`src/bro_pkg.sv`:
```
// Constants, register map and state codes shared by the BCD reading output port.
// Assumes a 250 MHz system clock and a 32-bit APB register bus.
`default_nettype none
package bro_pkg;
    // Clock rate and print strobe width
    localparam int CLK_MHZ = 250;
    localparam int STROBE_US = 20;
    localparam int STROBE_CYCLES = STROBE_US * CLK_MHZ;
    localparam int STROBE_CNT_W = 16;

    // Display digits and remote programming lines
    localparam int NUM_DIGITS = 11;
    localparam int DIGIT_W = 4;
    localparam int BCD_W = NUM_DIGITS * DIGIT_W;
    localparam int REM_DATA_W = 22;
    localparam int ADDR_W = 8;

    // Register byte offsets
    localparam logic [ADDR_W-1:0] OFS_CTRL = 8'h00;
    localparam logic [ADDR_W-1:0] OFS_DIG_LO = 8'h04;
    localparam logic [ADDR_W-1:0] OFS_DIG_HI = 8'h08;
    localparam logic [ADDR_W-1:0] OFS_CMD = 8'h0c;
    localparam logic [ADDR_W-1:0] OFS_STATUS = 8'h10;
    localparam logic [ADDR_W-1:0] OFS_REM_DATA = 8'h14;

    // Control register fields
    localparam int CTRL_SHOW_PWR = 0;
    localparam int CTRL_FREQ_NEG = 1;
    localparam int CTRL_PWR_NEG = 2;
    localparam logic [2:0] CTRL_RESET = 3'h0;

    // Command register fields (write-only strobes)
    localparam int CMD_UPDATE = 0;
    localparam int CMD_REM_DONE = 1;

    // Digit register layout
    localparam int DIG_LO_N = 8;
    localparam int DIG_HI_W = BCD_W - 32;

    // Strobe generator states
    typedef enum logic [2:0] {
        SG_IDLE = 3'b001,
        SG_SETTLE = 3'b010,
        SG_PULSE = 3'b100
    } bro_strobe_e;
endpackage
`default_nettype wire

```
`src/bro_strobe_gen.sv`:
```
// Print strobe generator: one settle cycle, then an active-low pulse of fixed length.
// Assumes start is a one-cycle request given only while busy is low.
`timescale 1ns/1ns
`default_nettype none
module bro_strobe_gen
    import bro_pkg::*;
#(
    parameter int PULSE_CYCLES = STROBE_CYCLES
) (
    input wire logic clk,
    input wire logic rstn,
    input wire logic ce,
    input wire logic start,
    output logic busy,
    output var logic strobeN_q
);
    bro_strobe_e state_q, state_d;
    logic [STROBE_CNT_W-1:0] cnt_q, cnt_d;
    logic pulseEnd;

    // Last cycle of the low pulse
    assign pulseEnd = (cnt_q == STROBE_CNT_W'(PULSE_CYCLES - 1));
    assign busy = (state_q != SG_IDLE);

    // Settle one cycle so the digit lines are stable before the strobe falls
    always_comb begin
        state_d = state_q;
        cnt_d = cnt_q;
        case (state_q)
            SG_IDLE: begin
                if (start) begin
                    state_d = SG_SETTLE;
                end
            end
            SG_SETTLE: begin
                state_d = SG_PULSE;
                cnt_d = '0;
            end
            SG_PULSE: begin
                cnt_d = cnt_q + 1'b1;
                if (pulseEnd) begin
                    state_d = SG_IDLE;
                end
            end
            default: begin
                state_d = SG_IDLE;
            end
        endcase
    end

    // State, counter and registered strobe pin
    always_ff @(posedge clk or negedge rstn) begin
        if (!rstn) begin
            state_q <= SG_IDLE;
            cnt_q <= '0;
            strobeN_q <= 1'b1;
        end else if (ce) begin
            state_q <= state_d;
            cnt_q <= cnt_d;
            strobeN_q <= (state_d != SG_PULSE);
        end
    end

    // Strobe is low exactly while in the pulse state
    a_strobe_low_pulse: assert property (@(posedge clk) disable iff (!rstn)
        (strobeN_q == (state_q != SG_PULSE)))
        else $error("print strobe level disagrees with pulse state");

    // Pulse ends only after the full width has been counted
    a_strobe_full_width: assert property (@(posedge clk) disable iff (!rstn)
        ($past(state_q) == SG_PULSE) && (state_q == SG_IDLE) |-> ($past(cnt_q) == STROBE_CNT_W'(PULSE_CYCLES - 1)))
        else $error("print strobe ended before its full width");
endmodule // bro_strobe_gen
`default_nettype wire

```
`src/bro_output_port.sv`:
```
// BCD reading output port with remote programming capture, reached over APB.
// Assumes all pins are synchronous to clk; the printer drives inhibit active high.
//
// Overview of operation
// - All eleven display digits appear at once on the port, four BCD lines each, plus one sign line.
// - Within each digit the lines A, B, C and D carry the weights 1, 2, 4 and 8.
// - An active-low print strobe of 20 us on its own line marks the digit data as valid.
// - While the readout asserts inhibit the digits and sign are held and not updated.
// - When only frequency is shown the sign line gives the polarity of the frequency.
// - When frequency and power are shown together the sign line gives the polarity of the power.
// - Every remote input is active low, so a grounded line is true and a floating one is false.
// - Remote control reaches all panel functions except power, sample rate, clear display and tests above 01.
// - A low remote enable moves control from the front panel to the remote connector.
// - Data accepted goes high while remote data is read and falls when the read cycle is complete.
// - The remote lines are program data while the program select line is low, function data when high.
//
// Added by the designer: register access over APB and the address map.
`timescale 1ns/1ns
`default_nettype none
module bro_output_port
    import bro_pkg::*;
#(
    parameter int PULSE_CYCLES = STROBE_CYCLES
) (
    input wire logic clk,
    input wire logic rstn,
    input wire logic ce,
    input wire logic psel,
    input wire logic penable,
    input wire logic pwrite,
    input wire logic [ADDR_W-1:0] paddr,
    input wire logic [31:0] pwdata,
    output var logic [31:0] prdata,
    output var logic pready,
    output var logic pslverr,
    input wire logic inhibit,
    output var logic [BCD_W-1:0] bcdDigits,
    output var logic signOut,
    output var logic printStrobeN,
    input wire logic remoteEnableN,
    input wire logic inputDataN,
    input wire logic programDataN,
    input wire logic [REM_DATA_W-1:0] remoteDataN,
    output var logic dataAccepted,
    output var logic remoteMode
);
    logic [2:0] ctrl_q;
    logic [BCD_W-1:0] digits_q;
    logic pend_q, pend_d;
    logic progFlag_q;
    logic [REM_DATA_W-1:0] remData_q;
    logic strobeBusy;

    // APB decode; zero wait states, answer prepared in the setup cycle
    wire setup = psel && !penable;
    wire wrEn = psel && penable && pready && pwrite && ce;
    wire hitCtrl = (paddr == OFS_CTRL);
    wire hitDigLo = (paddr == OFS_DIG_LO);
    wire hitDigHi = (paddr == OFS_DIG_HI);
    wire hitCmd = (paddr == OFS_CMD);
    wire hitStatus = (paddr == OFS_STATUS);
    wire hitRem = (paddr == OFS_REM_DATA);
    wire mapped = hitCtrl | hitDigLo | hitDigHi | hitCmd | hitStatus | hitRem;
    wire cmdUpdate = wrEn && hitCmd && pwdata[CMD_UPDATE];
    wire cmdRemDone = wrEn && hitCmd && pwdata[CMD_REM_DONE];
    wire [5:0] status = {progFlag_q, dataAccepted, remoteMode, strobeBusy, pend_q, inhibit};
    wire [31:0] rdMux = hitCtrl ? {29'h0, ctrl_q} :
                        hitDigLo ? digits_q[31:0] :
                        hitDigHi ? {{(32 - DIG_HI_W){1'b0}}, digits_q[BCD_W-1:32]} :
                        hitStatus ? {26'h0, status} :
                        hitRem ? {{(32 - REM_DATA_W){1'b0}}, remData_q} : 32'h0;

    // Reading update: only when not inhibited and the previous strobe is over
    wire loadEn = ce && pend_q && !inhibit && !strobeBusy;
    wire newSign = ctrl_q[CTRL_SHOW_PWR] ? ctrl_q[CTRL_PWR_NEG] : ctrl_q[CTRL_FREQ_NEG];
    // A software request in the load cycle stays pending, so it is never lost
    assign pend_d = cmdUpdate | (pend_q & !loadEn);

    // Remote read: the panel is locked out while remote enable is low
    wire remRead = ce && remoteMode && !inputDataN && !dataAccepted;

    // APB response registers
    always_ff @(posedge clk or negedge rstn) begin
        if (!rstn) begin
            prdata <= 32'h0;
            pready <= 1'b0;
            pslverr <= 1'b0;
        end else if (ce) begin
            pready <= setup;
            pslverr <= setup && !mapped;
            prdata <= (setup && !pwrite) ? rdMux : 32'h0;
        end
    end

    // Software-written registers
    always_ff @(posedge clk or negedge rstn) begin
        if (!rstn) begin
            ctrl_q <= CTRL_RESET;
            digits_q <= '0;
            pend_q <= 1'b0;
        end else if (ce) begin
            pend_q <= pend_d;
            if (wrEn && hitCtrl) begin
                ctrl_q <= pwdata[2:0];
            end
            if (wrEn && hitDigLo) begin
                digits_q[31:0] <= pwdata;
            end
            if (wrEn && hitDigHi) begin
                digits_q[BCD_W-1:32] <= pwdata[DIG_HI_W-1:0];
            end
        end
    end

    // One digit per loop pass; bit 0 of each nibble is line A, weight 1
    for (genvar d = 0; d < NUM_DIGITS; d++) begin : g_digit
        always_ff @(posedge clk or negedge rstn) begin
            if (!rstn) begin
                bcdDigits[d*DIGIT_W +: DIGIT_W] <= '0;
            end else if (loadEn) begin
                bcdDigits[d*DIGIT_W +: DIGIT_W] <= digits_q[d*DIGIT_W +: DIGIT_W];
            end
        end
    end

    // Sign line follows the value whose polarity is meaningful for the display mode
    always_ff @(posedge clk or negedge rstn) begin
        if (!rstn) begin
            signOut <= 1'b0;
        end else if (loadEn) begin
            signOut <= newSign;
        end
    end

    // Remote side: inverted on capture so software sees true as one
    always_ff @(posedge clk or negedge rstn) begin
        if (!rstn) begin
            remoteMode <= 1'b0;
            dataAccepted <= 1'b0;
            progFlag_q <= 1'b0;
            remData_q <= '0;
        end else if (ce) begin
            remoteMode <= !remoteEnableN;
            if (remRead) begin
                dataAccepted <= 1'b1;
                progFlag_q <= !programDataN;
                remData_q <= ~remoteDataN;
            end else if (cmdRemDone) begin
                dataAccepted <= 1'b0;
            end
        end
    end

    // Strobe generator; its start coincides with the digit load
    bro_strobe_gen #(
        .PULSE_CYCLES(PULSE_CYCLES)
    ) u_strobe (
        .clk(clk),
        .rstn(rstn),
        .ce(ce),
        .start(loadEn),
        .busy(strobeBusy),
        .strobeN_q(printStrobeN)
    );

    a_digits_follow_load: assert property (@(posedge clk) disable iff (!rstn)
        $past(loadEn) |-> (bcdDigits == $past(digits_q)))
        else $error("digit lines do not match the loaded reading");

    a_digit_a_weight: assert property (@(posedge clk) disable iff (!rstn)
        $past(loadEn) |-> (bcdDigits[0] == $past(digits_q[0])) && (bcdDigits[BCD_W-1] == $past(digits_q[BCD_W-1])))
        else $error("digit line order is wrong");

    a_hold_inhibit: assert property (@(posedge clk) disable iff (!rstn)
        $past(inhibit) |-> ($stable(bcdDigits) && $stable(signOut)))
        else $error("outputs changed while inhibited");

    a_sign_freq: assert property (@(posedge clk) disable iff (!rstn)
        $past(loadEn) && !$past(ctrl_q[CTRL_SHOW_PWR]) |-> (signOut == $past(ctrl_q[CTRL_FREQ_NEG])))
        else $error("sign does not follow frequency");

    a_sign_power: assert property (@(posedge clk) disable iff (!rstn)
        $past(loadEn) && $past(ctrl_q[CTRL_SHOW_PWR]) |-> (signOut == $past(ctrl_q[CTRL_PWR_NEG])))
        else $error("sign does not follow power");

    a_remote_inverted: assert property (@(posedge clk) disable iff (!rstn)
        $rose(dataAccepted) |-> (remData_q == ~$past(remoteDataN)))
        else $error("remote data not inverted on capture");

    a_remote_mode: assert property (@(posedge clk) disable iff (!rstn)
        $past(ce) |-> (remoteMode == !$past(remoteEnableN)))
        else $error("remote mode does not follow remote enable");

    a_accept_cause: assert property (@(posedge clk) disable iff (!rstn)
        $rose(dataAccepted) |-> ($past(remoteMode) && !$past(inputDataN)))
        else $error("data accepted rose without a remote read");

    a_program_select: assert property (@(posedge clk) disable iff (!rstn)
        $rose(dataAccepted) |-> (progFlag_q == !$past(programDataN)))
        else $error("program flag does not match select line");

    a_strobe_settled: assert property (@(posedge clk) disable iff (!rstn)
        $fell(printStrobeN) |-> ($stable(bcdDigits) && $stable(signOut) && !$past(loadEn)))
        else $error("strobe fell while outputs were changing");
endmodule // bro_output_port
`default_nettype wire

```
`config.mk`:
```
export PLATFORM = sky130hd
export DESIGN_NAME = bro_output_port
export DESIGN_NICKNAME = d
export VERILOG_FILES = /design/src/bro_pkg.sv /design/src/bro_strobe_gen.sv /design/src/bro_output_port.sv
export SDC_FILE = /design/constraint.sdc
export NUM_CORES = 1
export LEC_CHECK = 0
export BUFFER_PORTS_ARGS = -buffer_cell sky130_fd_sc_hd__buf_2
export CAP_MARGIN = 10
export CORE_AREA = 4 4 144 146
export CTS_CLUSTER_DIAMETER = 30
export DETAILED_ROUTE_END_ITERATION = 8
export DIE_AREA = 0 0 148 150
export GPL_TIMING_DRIVEN = 0
export HOLD_SLACK_MARGIN = 0.08
export PLACE_DENSITY_LB_ADDON = 0.08
export SLEW_MARGIN = 40
export SYNTH_ARGS = -nofsm -noshare
export SYNTH_HDL_FRONTEND = slang
export SYNTH_SLANG_ARGS = --single-unit
export TNS_END_PERCENT = 20
```
`constraint.sdc`:
```
create_clock -name clk -period 4.07 [get_ports clk]
set_input_delay 0.814 -clock clk [delete_from_list [all_inputs] [get_ports clk]]
set_output_delay 0.814 -clock clk [all_outputs]
set_load 0.03 [all_outputs]
```
==> metrics <==
outcome=completed; Vias=5,368; Num CTS Buffers=17; fill count=1,870; skew final=11.73 ps; clock sinks=172; IO Pins=154; worst slew pin tran=781.9 ps; post-synthesis sequential area ratio=59.00%; I/O Buffers=151; RSZ-0062 raised after global routing=no; synthesized area=7300 µm²; Post-synth top flop=dfrtp_1; DRC viols=0; Layout area overhead=23.55%; Slew headroom=47.87%; Slew Viols, Final=0; vias in the first global route=5,839; pin count of the biggest net entering global routing=67; routed len/inst=19.88 µm; share of cells above drive strength 1=38.46%; Reg2Reg Depth=6; cts hold-fix bufs=0; pwr dens=438.5 nW/µm²; Worst path depth=6; Final Hold Viols=0; WHS=284.9 ps; Crit. End Element=register; Syn Nets=655; synth warn=0; Initial DRT Pass Iterations=4; post-CTS setup repair buffer count=0; CTS tree=yes; # resized after CTS=0; Detail Placement HPWL=15,040 µm; root buf cell=clkbuf_16; ys async rst share=100.0%; Arr. time, crit path=2840 ps; Required @ worst endpoint=4380 ps; Layout Nets=827; post-layout min period=2527 ps; post-route ant nets=0; EDFF count, synth=0; flops & latches, synth=172; critical path cell sequence=buf_2 > nor4_4 > nand2_4 > nor4_4 > buf_6 > mux2_2; Reg clk slew, reported paths=70 ps; final wirelength=20,520 µm; n_diodes=0; global route total overflow=0; Worst Hold Class=input port to asynchronous set/reset pin; DR iter-0 viols=195; Critical Path Start Type=input port; fmax=395.8 MHz; initial core utilization=37.63%; Post-Synthesis Cells=582; GRT Total Usage=18.91%; Avg Inst Size Synth=12.54 µm²; setup violators final=0; part of the cycle the worst path needs=62.08%; most frequent cells in the layout=dfrtp_1 (170), buf_2 (157), mux2_2 (86), nand2_1 (42), o21ai_0 (38); drt via density=5.202; Sum Neg Setup Slack=0 ps; pre-CTS WS=1095 ps; H-tree level count=4; Worst Path Buf+Inv=2; final worst setup slack=1543 ps; die height=150 µm; gpl congestion=0.8291; VDD IR max=0.2598 mV; Setup CP Type=input port to register; Core Area=19,400 µm²; first-pass GRT wire length=32,500 µm; num rows=51; Netlist cell types=58; Worst Path Max Fanout=10; commonest non-fill, non-tap cell in the layout=dfrtp_1; Max Cap Viol=0; most numerous cell on the critical path=nor4_4; total die area=22,200 µm²; CP max stage delay=570 ps; die width=148 µm; slowest stage cell, crit path=nor4_4; antenna violations before repair=1; clock buffer depth=2; Worst-Skew Late Latency=430 ps; Crit path max-delay family=simple AND/OR/NAND/NOR gates; leakage power=0.004537 µW
[final cells by class]
| cell class | instances | area, µm² | share of cell area, % |
|---|---|---|---|
| sequential | 172 | 4307 | 47.75 |
| clock buffer | 18 | 429.2 | 4.759 |
| inverter | 17 | 63.81 | 0.7075 |
| timing repair buffer | 153 | 820.8 | 9.101 |
| multi-input combinational | 360 | 2773 | 30.74 |
| buffer | 33 | 158.9 | 1.762 |
| tap | 265 | 331.6 | 3.676 |
| clock inverter | 14 | 135.1 | 1.498 |
[metal layers]
| metal | share of wire, % | up-vias | global-route usage (%) |
|---|---|---|---|
| li1 | - | 2481 | - |
| met1 | 43 | 2725 | 23.86 |
| met2 | 50 | 127 | 31.56 |
| met3 | 4.3 | 33 | 4.846 |
| met4 | 2.7 | 2 | 6.882 |
| met5 | 0.063 | - | 0 |
[synth_stat cells, types with 5 or more instances]
cell,instances,share of area [%]
inv_1,17,0.87
mux2i_1,6,0.82
nand2_1,42,2.2
a22o_1,11,1.3
buf_2,7,0.48
mux2_1,7,1.1
clkbuf_1,19,0.98
nand4_1,13,1.1
dfrtp_1,170,58
a221o_1,10,1.4
xor2_1,6,0.72
nor2_1,17,0.87
nor2b_1,13,1.1
o32ai_1,12,1.4
nand3_1,6,0.41
a21oi_1,20,1.4
nor3_1,5,0.34
o21ai_0,38,2.6
mux2_2,86,13
[metrics by stage]
stage / cells / util [%] / cell area [µm²] / power [µW]
2_1_floorplan: 582 / - / 7300 / 2230
3_3_place_gp: 998 / 43.23 / 8387 / 2413
3_5_place_dp: 1000 / 43.58 / 8454 / 2440
4_1_cts: 1032 / 46.49 / 9019 / 3998
5_1_grt: 1032 / 46.49 / 9019 / 4139
6_report: 1032 / 46.49 / 9019 / 3954
[logic make-up after synthesis]
family          Yosys count  synth area share (%)
compound gates          122                 11.55
flops                   172                 59.00
buf+inv                  50                 3.051
xor+xnor                  9                 1.080
fa+ha+maj                 1                0.1714
simple gates            129                 9.976
mux                      99                 15.17
[registers in the layout, indices dropped and copies added, names as in the netlist, 3 cells and up]
| register | cells |
|---|---|
| bcdDigits | 44 |
| digits_q | 44 |
| prdata | 32 |
| remData_q | 22 |
| u_strobe.cnt_q | 16 |
| ctrl_q | 3 |
| u_strobe.state_q | 3 |
[final timing paths]
| path | startpoint | end | slack, ps |
|---|---|---|---|
| worst min register to register | remData_q[4]$_DFFE_PN0P_ | remData_q[4]$_DFFE_PN0P_ | 480 |
| worst min-delay path | rstn | bcdDigits[6]$_DFFE_PN0P_ | 280 |
| max in group asynchronous | rstn | progFlag_q$_DFFE_PN0P_ | 2800 |
| min in group clk | remData_q[4]$_DFFE_PN0P_ | remData_q[4]$_DFFE_PN0P_ | 480 |
| worst max register to register | u_strobe.state_q[1]$_DFFE_PN0P_ | bcdDigits[2]$_DFFE_PN0P_ | 1670 |
| worst max-delay path | paddr[4] | digits_q[4]$_DFFE_PN0P_ | 1540 |
[power by group]
part / leakage [µW] / switching [µW] / internal [µW]
clock network: 0.000255 / 753 / 804
registers: 0.00234 / 105 / 1860
logic: 0.00194 / 264 / 165
total: 0.00454 / 1120 / 2830
No activity file was read; power rests on OpenSTA's default activity.
